===== config.mk =====
export PLATFORM = sky130hd
export DESIGN_NAME = touchpad_pen_extended_command_handler
export DESIGN_NICKNAME = d
export VERILOG_FILES = /design/src/hdl/tp_cmd_pkg.sv /design/src/hdl/touchpad_pen_extended_command_handler.sv
export SDC_FILE = /design/constraint.sdc
export NUM_CORES = 1
export LEC_CHECK = 0
export ABC_AREA = 1
export BUFFER_PORTS_ARGS = -buffer_cell sky130_fd_sc_hd__buf_2
export CORE_ASPECT_RATIO = 0.6
export CORE_MARGIN = 10
export CORE_UTILIZATION = 61
export DETAILED_ROUTE_END_ITERATION = 12
export PLACE_DENSITY = 0.82
export SYNTH_ARGS = -nofsm -noshare
export SYNTH_HDL_FRONTEND = slang
export SYNTH_SLANG_ARGS = --single-unit

===== constraint.sdc =====
create_clock -name i_clk_sys -period 13 [get_ports i_clk_sys]
set_input_delay 3.25 -clock i_clk_sys [delete_from_list [all_inputs] [get_ports i_clk_sys]]
set_output_delay 3.25 -clock i_clk_sys [all_outputs]
set_load 0.05 [all_outputs]

===== src/hdl/tp_cmd_pkg.sv =====
// Function
// - Sequence F2 F2 F2 E9 answers with a status report of exactly three bytes.
// - Status byte 3 is 14 tablet only or 28 pad only; byte 1 holds enable and mode.
// - Sequence F5 F5 E6 F5 recalibrates the pad baseline as at power-up.
// - Host communication is held off about 150 ms during a recalibration.
// - After recalibration the device stays disabled until the enable command F4.
// - Keys 110, 129 and 89 held in any order, then key 59, start recalibration.
// - F5 F5 E7 F5 enables auto recalibration, F5 F5 EA F5 disables it; both disable.
// - With auto recalibration on, sustained fast motion or ten seconds still recalibrate.
// - F5 F5 EC F5 enables typing suppression and leaves the device disabled.
// - With suppression on, any key transition halts pad and pen for one second.
// - Each new transition extends the halt; a key merely held does not.
// - When a pad or pen touch ends, the release packet is sent twice.
// - Reported pad X is the raw position plus 300.
// - An invalid command byte is answered with FE.
// - A second invalid byte right after an invalid one is answered with FC.
// - Pad coordinates are sent only while a finger touches inside the active area.
// - Four consecutive F5 bytes select advanced reporting mode.
// - Reset or an FF command returns to plain mouse reporting mode.
package tp_cmd_pkg;

  localparam logic [7:0] CMD_SEL_PAD = 8'hE6;
  localparam logic [7:0] CMD_SEL_PEN = 8'hE7;
  localparam logic [7:0] CMD_PRIO = 8'hE8;
  localparam logic [7:0] CMD_STATUS = 8'hE9;
  localparam logic [7:0] CMD_AUTO_OFF = 8'hEA;
  localparam logic [7:0] CMD_SUPP_ON = 8'hEC;
  localparam logic [7:0] CMD_PREFIX_A = 8'hF2;
  localparam logic [7:0] CMD_ENABLE = 8'hF4;
  localparam logic [7:0] CMD_DISABLE = 8'hF5;
  localparam logic [7:0] CMD_RESET = 8'hFF;
  localparam logic [7:0] RSP_RESEND = 8'hFE;
  localparam logic [7:0] RSP_ERROR = 8'hFC;
  localparam logic [7:0] SEL_TABLET_ONLY = 8'h14;
  localparam logic [7:0] SEL_PAD_ONLY = 8'h28;
  localparam logic [7:0] STAT_DONT_CARE = 8'h00;
  localparam int STAT_EN_BIT = 5;
  localparam int STAT_ADV_BIT = 4;
  localparam logic [1:0] STAT_BYTES = 2'h3;
  localparam logic [2:0] ADV_F5_RUN = 3'h4;
  localparam logic [1:0] RELEASE_REPEAT = 2'h2;
  localparam logic [7:0] KEY_CHORD_A = 8'h6E;
  localparam logic [7:0] KEY_CHORD_B = 8'h81;
  localparam logic [7:0] KEY_CHORD_C = 8'h59;
  localparam logic [7:0] KEY_CHORD_LAST = 8'h3B;
  localparam logic [10:0] PAD_X_OFFSET = 11'h12C;

  localparam int CLK_HZ = 10_000_000;
  localparam int RECAL_HOLD_MS = 150;
  localparam int SUPP_TIME_MS = 1000;
  localparam int STILL_TIME_S = 10;
  localparam int FAST_TIME_MS = 100;
  localparam int RECAL_HOLD_CYC = RECAL_HOLD_MS * (CLK_HZ / 1000);
  localparam int SUPP_CYC = SUPP_TIME_MS * (CLK_HZ / 1000);
  localparam int STILL_CYC = STILL_TIME_S * CLK_HZ;
  localparam int FAST_CYC = FAST_TIME_MS * (CLK_HZ / 1000);
  localparam int RECAL_W = 21;
  localparam int SUPP_W = 24;
  localparam int STILL_W = 27;
  localparam int FAST_W = 20;

  typedef enum logic [2:0] {SQ_IDLE, SQ_F2A, SQ_F2B, SQ_F2C, SQ_F5A, SQ_F5B, SQ_F5OP} seq_state_type;

  typedef struct packed {
    logic valid;
    logic arg;
    logic [7:0] data;
  } cmd_in_type;

  typedef struct packed {
    logic valid;
    logic make;
    logic [7:0] code;
  } key_event_type;

  typedef struct packed {
    logic touch;
    logic in_area;
    logic [9:0] raw_x;
    logic [9:0] raw_y;
  } pad_sample_type;

  typedef struct packed {
    logic valid;
    logic [10:0] x;
    logic [9:0] y;
  } pad_report_type;

  typedef struct packed {
    seq_state_type seq;
    logic [7:0] op;
    logic [2:0] f5_run;
    logic enabled;
    logic advanced;
    logic tablet_sel;
    logic auto_en;
    logic supp_en;
    logic last_bad;
    logic rsp_valid;
    logic [7:0] rsp_byte;
    logic [1:0] stat_left;
    logic [RECAL_W-1:0] recal_cnt;
    logic recal_go;
    logic [SUPP_W-1:0] supp_cnt;
    logic [STILL_W-1:0] still_cnt;
    logic [FAST_W-1:0] fast_cnt;
    logic [2:0] held;
    logic [1:0] rel_left;
    logic rel_pen;
    logic [9:0] last_x;
    logic [9:0] last_y;
    pad_report_type pad;
  } core_type;

endpackage


===== src/hdl/touchpad_pen_extended_command_handler.sv =====
`timescale 1ns/10ps
module touchpad_pen_extended_command_handler
  import tp_cmd_pkg::*;
#(
  parameter int RECAL_CYCLES = RECAL_HOLD_CYC,
  parameter int SUPP_CYCLES = SUPP_CYC,
  parameter int STILL_CYCLES = STILL_CYC,
  parameter int FAST_CYCLES = FAST_CYC
)
(
  // Clock and reset.
  input wire logic i_clk_sys,
  input wire logic i_sys_rst,
  // Command bytes from the link byte layer.
  input wire cmd_in_type i_cmd,
  output logic o_std_pass,
  // Reply bytes toward the link byte layer.
  output logic o_rsp_valid,
  output logic [7:0] o_rsp_byte,
  input wire logic i_rsp_ready,
  // Sensing side.
  input wire pad_sample_type i_pad,
  input wire logic i_fast_motion,
  input wire logic i_pad_release,
  input wire logic i_pen_release,
  input wire key_event_type i_key,
  // Controls toward the packet builder and the analog front end.
  output pad_report_type o_pad,
  output logic o_release_req,
  output logic o_release_is_pen,
  input wire logic i_release_taken,
  output logic o_recal_start,
  output logic o_comm_hold,
  output logic o_pointing_halt,
  output logic o_report_enable,
  output logic o_advanced_mode,
  output logic o_tablet_select,
  output logic o_auto_recal_en,
  output logic o_suppress_en
);

  core_type s_q;
  core_type s_d;

  function automatic logic cmd_known(input logic [7:0] b);
    cmd_known = (b >= CMD_SEL_PAD && b <= CMD_SUPP_ON) || b == 8'hEE || b == 8'hF0 ||
                (b >= CMD_PREFIX_A && b <= 8'hF6) || b == RSP_RESEND || b == CMD_RESET;
  endfunction

  function automatic seq_state_type restart(input logic [7:0] b);
    if (b == CMD_PREFIX_A)
    begin
      restart = SQ_F2A;
    end
    else if (b == CMD_DISABLE)
    begin
      restart = SQ_F5A;
    end
    else
    begin
      restart = SQ_IDLE;
    end
  endfunction

  logic hold;
  logic take;
  logic bad;
  logic recal_req;
  logic key_edge;
  logic still_same;
  logic [7:0] b;
  logic [7:0] stat1;

  assign hold = (s_q.recal_cnt != '0);
  assign b = i_cmd.data;
  // Bytes that arrive during the hold are dropped; the link layer keeps the line busy then.
  assign take = i_cmd.valid && !hold;
  assign bad = take && !i_cmd.arg && !cmd_known(b);
  assign o_std_pass = take && !bad;
  assign key_edge = i_key.valid;
  assign still_same = i_pad.touch && i_pad.raw_x == s_q.last_x && i_pad.raw_y == s_q.last_y;

  always_comb
  begin
    stat1 = 8'h00;
    stat1[STAT_EN_BIT] = s_q.enabled;
    stat1[STAT_ADV_BIT] = s_q.advanced;
  end

  always_comb
  begin
    s_d = s_q;
    recal_req = 1'b0;
    s_d.recal_go = 1'b0;

    // Reply stream: error codes and the three status bytes.
    if (s_q.rsp_valid && i_rsp_ready)
    begin
      if (s_q.stat_left == 2'h2)
      begin
        s_d.rsp_byte = STAT_DONT_CARE;
        s_d.stat_left = 2'h1;
      end
      else if (s_q.stat_left == 2'h1)
      begin
        s_d.rsp_byte = s_q.tablet_sel ? SEL_TABLET_ONLY : SEL_PAD_ONLY;
        s_d.stat_left = 2'h0;
      end
      else
      begin
        s_d.rsp_valid = 1'b0;
      end
    end

    if (bad)
    begin
      s_d.seq = SQ_IDLE;
      s_d.f5_run = 3'h0;
      s_d.last_bad = 1'b1;
      // A reply still waiting is replaced; the host only cares about the newest error.
      s_d.rsp_valid = 1'b1;
      s_d.stat_left = 2'h0;
      s_d.rsp_byte = s_q.last_bad ? RSP_ERROR : RSP_RESEND;
    end
    else if (take && i_cmd.arg)
    begin
      s_d.seq = SQ_IDLE;
      s_d.f5_run = 3'h0;
      s_d.last_bad = 1'b0;
    end
    else if (take)
    begin
      s_d.last_bad = 1'b0;
      if (b == CMD_DISABLE)
      begin
        s_d.enabled = 1'b0;
        s_d.f5_run = (s_q.f5_run == ADV_F5_RUN) ? ADV_F5_RUN : s_q.f5_run + 3'h1;
        if (s_q.f5_run == ADV_F5_RUN - 3'h1)
        begin
          s_d.advanced = 1'b1;
        end
      end
      else
      begin
        s_d.f5_run = 3'h0;
      end
      if (b == CMD_ENABLE)
      begin
        s_d.enabled = 1'b1;
      end
      if (b == CMD_RESET)
      begin
        s_d.advanced = 1'b0;
      end

      s_d.seq = restart(b);
      case (s_q.seq)
        SQ_F2A:
        begin
          if (b == CMD_PREFIX_A)
          begin
            s_d.seq = SQ_F2B;
          end
        end
        SQ_F2B:
        begin
          if (b == CMD_PREFIX_A)
          begin
            s_d.seq = SQ_F2C;
          end
        end
        SQ_F2C:
        begin
          if (b == CMD_STATUS)
          begin
            s_d.rsp_valid = 1'b1;
            s_d.rsp_byte = stat1;
            s_d.stat_left = STAT_BYTES - 2'h1;
          end
          else if (b == CMD_SEL_PAD)
          begin
            s_d.tablet_sel = 1'b0;
          end
          else if (b == CMD_SEL_PEN)
          begin
            s_d.tablet_sel = 1'b1;
          end
        end
        SQ_F5A:
        begin
          if (b == CMD_DISABLE)
          begin
            s_d.seq = SQ_F5B;
          end
        end
        SQ_F5B:
        begin
          if (b == CMD_SEL_PAD || b == CMD_SEL_PEN || b == CMD_AUTO_OFF || b == CMD_SUPP_ON)
          begin
            s_d.seq = SQ_F5OP;
            s_d.op = b;
          end
          else if (b == CMD_DISABLE)
          begin
            s_d.seq = SQ_F5B;
          end
        end
        SQ_F5OP:
        begin
          if (b == CMD_DISABLE)
          begin
            s_d.seq = SQ_IDLE;
            s_d.enabled = 1'b0;
            if (s_q.op == CMD_SEL_PAD)
            begin
              recal_req = 1'b1;
            end
            else if (s_q.op == CMD_SEL_PEN)
            begin
              s_d.auto_en = 1'b1;
            end
            else if (s_q.op == CMD_AUTO_OFF)
            begin
              s_d.auto_en = 1'b0;
            end
            else
            begin
              s_d.supp_en = 1'b1;
            end
          end
        end
        default:
        begin
        end
      endcase
    end

    // Key chord: three keys held in any order, then the last key pressed.
    if (i_key.valid)
    begin
      if (i_key.code == KEY_CHORD_A)
      begin
        s_d.held[0] = i_key.make;
      end
      if (i_key.code == KEY_CHORD_B)
      begin
        s_d.held[1] = i_key.make;
      end
      if (i_key.code == KEY_CHORD_C)
      begin
        s_d.held[2] = i_key.make;
      end
      if (i_key.code == KEY_CHORD_LAST && i_key.make && &s_q.held && !hold)
      begin
        recal_req = 1'b1;
      end
    end

    // Automatic recalibration watchers.
    // Watchers stop at full scale, so a long run cannot wrap round and hide the trigger.
    if (!i_fast_motion)
    begin
      s_d.fast_cnt = '0;
    end
    else if (s_q.fast_cnt != '1)
    begin
      s_d.fast_cnt = s_q.fast_cnt + FAST_W'(1);
    end
    if (!still_same)
    begin
      s_d.still_cnt = '0;
    end
    else if (s_q.still_cnt != '1)
    begin
      s_d.still_cnt = s_q.still_cnt + STILL_W'(1);
    end
    s_d.last_x = i_pad.raw_x;
    s_d.last_y = i_pad.raw_y;
    if (s_q.auto_en && !hold &&
        (s_q.fast_cnt >= FAST_W'(FAST_CYCLES) || s_q.still_cnt >= STILL_W'(STILL_CYCLES)))
    begin
      recal_req = 1'b1;
      s_d.fast_cnt = '0;
      s_d.still_cnt = '0;
    end

    if (hold)
    begin
      s_d.recal_cnt = s_q.recal_cnt - RECAL_W'(1);
    end
    if (recal_req)
    begin
      s_d.recal_go = 1'b1;
      s_d.recal_cnt = RECAL_W'(RECAL_CYCLES);
      s_d.enabled = 1'b0;
    end

    // Typing suppression restarts on every press or release, never on a held key.
    if (s_q.supp_cnt != '0)
    begin
      s_d.supp_cnt = s_q.supp_cnt - SUPP_W'(1);
    end
    if (s_q.supp_en && key_edge)
    begin
      s_d.supp_cnt = SUPP_W'(SUPP_CYCLES);
    end

    // Release packets: a new release wins over a taken one in the same cycle.
    if (i_release_taken && s_q.rel_left != 2'h0)
    begin
      s_d.rel_left = s_q.rel_left - 2'h1;
    end
    if (i_pad_release || i_pen_release)
    begin
      s_d.rel_left = RELEASE_REPEAT;
      s_d.rel_pen = i_pen_release;
    end

    // Pad coordinates are blanked outside the active area or while pointing is halted.
    s_d.pad.valid = i_pad.touch && i_pad.in_area && s_q.enabled && s_q.supp_cnt == '0;
    s_d.pad.x = {1'b0, i_pad.raw_x} + PAD_X_OFFSET;
    s_d.pad.y = i_pad.raw_y;
  end

  always_ff @(posedge i_clk_sys or posedge i_sys_rst)
  begin
    if (i_sys_rst)
    begin
      s_q <= '0;
    end
    else
    begin
      s_q <= s_d;
    end
  end

  assign o_rsp_valid = s_q.rsp_valid;
  assign o_rsp_byte = s_q.rsp_byte;
  assign o_pad = s_q.pad;
  assign o_release_req = (s_q.rel_left != 2'h0);
  assign o_release_is_pen = s_q.rel_pen;
  assign o_recal_start = s_q.recal_go;
  assign o_comm_hold = hold;
  assign o_pointing_halt = (s_q.supp_cnt != '0);
  assign o_report_enable = s_q.enabled;
  assign o_advanced_mode = s_q.advanced;
  assign o_tablet_select = s_q.tablet_sel;
  assign o_auto_recal_en = s_q.auto_en;
  assign o_suppress_en = s_q.supp_en;

endmodule // touchpad_pen_extended_command_handler


==> flow_summary.toml, run 1 <==
[outcome]
status = "complete, no violations"

[setup_path]
endpoint_kind = "output port"
critPathBufInv = 3
path_cells = "buf_2, inv_1, nand2_1, nor2_1, nor2_1, o21ai_1, nand2_2, a21boi_0, buf_2"
worstSetupPathType = "in -> out"
crit_slowest_cell = "buf_2"
reg2regPathDepth = 10
cpLargestDelayFamily = "buffers and inverters"
r2r_end = "s_q[49]$_DFFE_PP0P_"
worst-r2r-setup-slack_ns = 10.56
cp.arrival_ns = 4.78
cp.required_ns = 9.75
slowest_delay_ns = 0.29
cp-endpoint = "o_std_pass"
crit_start = "i_cmd[3]"
critical_path.max_fanout = 5
cp.depth = 9
r2r-start = "s_q[50]$_DFFE_PP0P_"
cp-start-kind = "input port"

[routing]
wl_per_cell_um = 14.9
post-route-drc-count = 0
vias = 8120
detail-route-antenna-nets = 0
drtIter0Drc = 971
routed_wl_um = 22300
vias_per_cell = 5.43
dr.pass1.iters = 6

[synth]
synthTopCellsByCount = "nand2_1 (249), inv_1 (209), dfrtp_1 (160)"
yosys_warnings = 0
async_flop_share_pct = 100
syn_nets = 1275
syn_inst = 1215
ys_seq_elements = 160
synth-main-ff-cell = "dfrtp_1"
syn_avg_cell_area_um2 = 7.57
synth_edf_count = 0
yosysSeqAreaShare_pct = 43.5
yosysMostFrequentCell = "nand2_1"
syn-cell-area_mm2 = 0.00920
ys_types = 52
synth_top_area_share_pct = 43.5
synth_top_cell_by_area = "dfrtp_1"
synth.area.top_cells = "dfrtp_1 (44%), nand2_1 (10%), inv_1 (8.5%)"

[power]
powerDensity_mw_per_mm2 = 107
vdd_ir_drop_max_mv = 0.0697
power.leakage_nw = 5.31

[clock_tree]
cts_root_buf = "clkbuf_16"
clock_latency_ns = 0.43
cts_tree = "built"
postCtsHoldBufs = 0
post-cts-setup-buffer-count = 0
clk_path_buf_depth = 2
ctsResizeCount = 0
cts_buffers = 17
cts_sinks = 160
h-tree-depth = 4
clkTransAtPathRegs_ns = 0.07

[timing]
worstMarginPinSlew_ns = 0.960
relSlewSlack_pct = 36.0
min_period_over_period_pct = 61.8
drv_slew = 0
fmax_mhz = 125
finalSetupViolations = 0
min_period_ns = 8.03
fin_setup_tns_ns = 0
hold_viol_final = 0
skew_ns = 0.0131
rsz0062_at_grt = "no"

[cells_and_area]
area_delta_synth_final_pct = 11.2
layoutNonFillerInstCount = 1496
drive_above_1_share_pct = 12.6
n_antenna_cell = 0
finalNetCount = 1345

[placed_design]
place.gp.congestion = 0.907
dp_hpwl_um = 16400
dp_cells = 1464
portBuffers = 90

[floorplanning]
die_h_um = 115
fp-row-count = 34
ios = 91
die-area_mm2 = 0.0206
coreArea_mm2 = 0.0146
fp.dieW_um = 179
start_util_pct = 62.9

[global_routing]
first_global_vias = 7618
antenna_found_initial = 0
grt_pass1_wl_um = 37400
globalRouteOverflowTotal = 0
grt.total_usage_pct = 22.2
grt_max_degree = 86

[job]
drv.max_cap_violation_count = 0

[hold_path]
hold_class = "reg -> reg"
sequential cells by signal, indices dropped and copies added (netlist names):
| name | flops |
|---|---|
| s_q | 122 |
| o_pad | 22 |
| o_rsp_byte | 8 |
| o_advanced_mode | 1 |
| o_auto_recal_en | 1 |
| o_recal_start | 1 |
| o_release_is_pen | 1 |
| o_report_enable | 1 |
| o_rsp_valid | 1 |
| o_suppress_en | 1 |
| o_tablet_select | 1 |
stage by stage:
step | cell area [µm²] | setup slack [ns] | util (%) | hold WS (ns) | total power (W)
global route | 10200 | 4.85 | 69.9 | 0.496 | 0.00113
CTS | 10200 | 5.00 | 69.9 | 0.473 | 0.00110
global placement | 9630 | 4.99 | 65.8 | 0.449 | 0.000590
floorplan | 9200 | 4.58 | - | 0.434 | 0.000573
finish | 10200 | 4.97 | 69.9 | 0.470 | 0.00110
detailed placement | 9630 | 5.01 | 65.8 | 0.456 | 0.000591
routing by layer:
layer | up-vias | wire (µm) | global-route usage [%]
li1 | 4009 | - | -
met1 | 3742 | 10800 | 33.1
met2 | 336 | 9350 | 31.9
met3 | 33 | 1880 | 5.11
met4 | 0 | 235 | 5.60
met5 | - | 0 | 0
cells by family (layout without fill, tap and decap cells):
group | Yosys count | in the layout | synth area share [%]
AND/OR/NAND/NOR | 601 | 601 | 29.9
buffers and inverters | 253 | 336 | 11.8
flip-flops | 160 | 160 | 43.5
AO/OA/AOI/OAI | 154 | 154 | 9.93
XOR/XNOR | 36 | 36 | 3.43
adder cells (fa/ha/maj) | 11 | 11 | 1.50
where the power goes:
part           switching (W)  leakage (nW)  total (W)  internal [W]
Clock               0.000226         0.286   0.000516      0.000289
Sequential        0.00000402          2.00   0.000509      0.000505
Combinational      0.0000541          3.03  0.0000723     0.0000182
how the worst min path moves through the flow:
stage	depth (start not counted)	end	slack, ns	start
after floorplan	1	s_q[167]$_DFFE_PP0P_	0.43	s_q[167]$_DFFE_PP0P_
after global placement	1	s_q[166]$_DFFE_PP0P_	0.45	s_q[166]$_DFFE_PP0P_
after detailed placement	1	s_q[167]$_DFFE_PP0P_	0.46	s_q[167]$_DFFE_PP0P_
after CTS	1	o_rsp_byte[1]$_DFF_PP0_	0.47	s_q[152]$_DFFE_PP0P_
after global routing	1	o_release_is_pen$_DFFE_PP0P_	0.50	o_release_is_pen$_DFFE_PP0P_
final	1	s_q[167]$_DFFE_PP0P_	0.47	s_q[167]$_DFFE_PP0P_
final cells by class:
cell class	count	area, µm²
clock inverter	15	171
tap	198	248
clock buffer	17	425
timing repair buffer	91	458
fill	1199	4410
multi-input combinational	802	4110
inverter	213	806
sequential	160	4000
placed cells by master (no fill, tap or decap), types with 6 or more instances in the layout:
cell type	instances
o21bai_1	7
o21ai_0	51
dfrtp_1	160
buf_2	90
ha_1	11
a21oi_1	50
inv_1	208
nor2_1	149
xnor2_1	12
nand4_1	35
nand2_2	6
nor2_4	6
xor2_1	24
nor3_1	32
nand3_1	84
clkbuf_16	17
inv_6	7
o211ai_1	11
nor4_1	11
nand2_1	249
Note: power is estimated with default switching activity, not from simulation.
==> run 2, diff against run 1 <==
- ABC_AREA: 1 -> 0
- CORE_UTILIZATION: 61 -> 59
- PLACE_DENSITY: 0.82 -> 0.8
- clock period: 13 -> 7.71 ns (I/O delays scaled with it)
==> run 2 against run 1 <==
Sequential power is 69% higher. Die area is 4.7% lower. Routed wire length is 12% lower. Highest routed layer unchanged.
==> flow_summary.toml, run 2 <==
[cells_and_area]
fillers = 1111
final_core_util_pct = 67.9
finalNetCount = 977
final_common_cell = "dfrtp_1"
top_register = "s_q"
largest_reg_flops = 122
area_delta_synth_final_pct = 11.4
drive_above_1_share_pct = 16.6
layout_common_cells = "dfrtp_1 (160), buf_2 (90), nand2_1 (65)"

[synth]
syn-cell-area_mm2 = 0.00841
synthTopCellsByCount = "dfrtp_1 (160), nand2_1 (65), nor2_1 (63)"
async_flop_share_pct = 100
synth_top_area_share_pct = 47.6
synth-main-ff-cell = "dfrtp_1"
synth_edf_count = 0
synth_top_cell_by_area = "dfrtp_1"
ys_types = 64
yosysMostFrequentCell = "dfrtp_1"
ys_seq_elements = 160
syn_inst = 864
synth.area.top_cells = "dfrtp_1 (48%), xnor2_1 (4.4%), xor2_1 (3.1%)"
syn_nets = 924
syn_avg_cell_area_um2 = 9.74
yosys_warnings = 0
yosysSeqAreaShare_pct = 47.6

[setup_path]
cp-start-kind = "input port"
worstSetupPathType = "in -> out"
cpLargestDelayFamily = "simple AND/OR/NAND/NOR gates"
critical_path.max_fanout = 10
slowest_delay_ns = 0.43
crit_slowest_cell = "or3_1"
endpoint_kind = "output port"
crit_path_frequent_cell = "buf_2"
path_cells = "buf_2, nand2b_1, a221oi_1, or3_1, o2111a_1, buf_2"
cp.arrival_ns = 3.27
cp.required_ns = 5.78
critPathBufInv = 2

[routing]
vias = 6759
wl_per_cell_um = 17.4
vias_per_cell = 6.01
detail-route-antenna-nets = 0
routed_wl_um = 19600
dr.pass1.iters = 5
drtIter0Drc = 653
post-route-drc-count = 0

[power]
clockPowerShare_pct = 44.8
swShare_pct = 26.1
comb_power_share_pct = 7.0
intPower_w = 0.00132
seqPwrFrac_pct = 48.2
powerDensity_mw_per_mm2 = 191
power.leakage_nw = 3.92
p_total_w = 0.00179
vdd_ir_drop_max_mv = 0.129
p_sw_w = 0.000466

[hold_path]
hold_class = "reg -> reg"

[timing]
hold_viol_final = 0
relSlewSlack_pct = 14.7
skew_ns = 0.0109
finalWorstSetupSlack_ns = 2.51
drv_slew = 0
min_period_over_period_pct = 67.4
min_period_ns = 5.20
finalSetupViolations = 0
fin_setup_tns_ns = 0
rsz0062_at_grt = "no"
fmax_mhz = 192
worstMarginPinSlew_ns = 1.26

[outcome]
status = "complete, no violations"

[clock_tree]
cts_root_buf = "clkbuf_16"
clkTransAtPathRegs_ns = 0.06
h-tree-depth = 4
cts_tree = "built"
ctsResizeCount = 0
cts_buffers = 17
post-cts-setup-buffer-count = 0
postCtsHoldBufs = 0
cts_sinks = 160
clock_latency_ns = 0.43
clk_path_buf_depth = 2

[placed_design]
place.gp.congestion = 0.880
preCtsSetupSlack_ns = 2.53
portBuffers = 90
dp_hpwl_um = 13800

[floorplanning]
fp-row-count = 33
die-area_mm2 = 0.0196
fp.dieW_um = 174
coreArea_mm2 = 0.0138
start_util_pct = 61.0
ios = 91
die_h_um = 112

[global_routing]
grt_max_degree = 104
grt.total_usage_pct = 20.3
antenna_found_initial = 2
globalRouteOverflowTotal = 0
first_global_vias = 6562
grt_pass1_wl_um = 33300

[job]
drv.max_cap_violation_count = 0
==> run 2: kinds of logic (layout without fill, tap and decap cells) <==
family	Yosys count	count (layout)	share of synthesized area, %
xor+xnor	72	72	7.50
flops	160	160	47.6
mux	18	18	2.28
buf+inv	91	157	5.43
simple gates	371	371	24.4
other cells	0	2	0
fa+ha+maj	11	11	1.64
compound gates	141	141	11.2
==> run 2: path summary, 6_finish.rpt <==
check / endpoint / from / cells past startpoint / slack [ns]
min in group asynchronous: o_rsp_byte[3]$_DFF_PP0_ / i_sys_rst / 2 / 1.70
hold reg to reg: o_rsp_byte[1]$_DFF_PP0_ / s_q[152]$_DFFE_PP0P_ / 1 / 0.46
max in group asynchronous: s_q[129]$_DFFE_PP0P_ / i_sys_rst / 3 / 4.70
setup / recovery: o_std_pass / i_cmd[1] / 6 / 2.51
setup reg to reg: o_rsp_byte[0]$_DFF_PP0_ / s_q[121]$_DFFE_PP0P_ / 7 / 4.43
hold / removal: o_rsp_byte[1]$_DFF_PP0_ / s_q[152]$_DFFE_PP0P_ / 1 / 0.46
==> run 2: metrics by stage <==
stage                     hold WS, ns  std cells  instance area (µm²)
after floorplan                 0.423        864                 8410
after global placement          0.437       1090                 8810
after detailed placement        0.448       1090                 8810
after CTS                       0.456       1122                 9370
after global routing            0.482       1123                 9370
final                           0.462       1124                 9370
==> run 2: worst reg2reg max path, delay by kind of cell, from the launching register on <==
family,cells,cell delay (ns)
and+or+nand+nor,5,2.40
adders and majority gates,1,0.21
buffers and inverters,1,0.11
DFF,1,0.44
==> run 2: area by class of cell <==
class                   instances  area, µm²  share of cell area, %
flip-flops and latches        160       4000                   42.7
repair buffers                 95        488                   5.21
multi-input cells             613       3960                   42.2
well taps                     192        240                   2.56
diodes                          2       5.00                 0.0534
clock buffers                  18        439                   4.69
inverters                      30        118                   1.26
clock inverters                14        120                   1.28
==> run 2: power by group through the flow <==
| stage | Clock [W] | Sequential, W | Combinational (W) |
|---|---|---|---|
| global placement | 0 | 0.000877 | 0.000124 |
| global route | 0.000850 | 0.000864 | 0.000137 |
| CTS | 0.000811 | 0.000862 | 0.000127 |
| detailed placement | 0 | 0.000878 | 0.000126 |
| finish | 0.000800 | 0.000862 | 0.000125 |
| floorplan | 0 | 0.000878 | 0.0000976 |
==> run 2: per-layer routing <==
layer  share of wire (%)  vias up  track usage [%]
met5                   0        -                0
met3                 6.4       22             4.15
met1                  49     3294             29.6
li1                    -     3218                -
met4                0.98        0             5.96
met2                  44      225             29.8
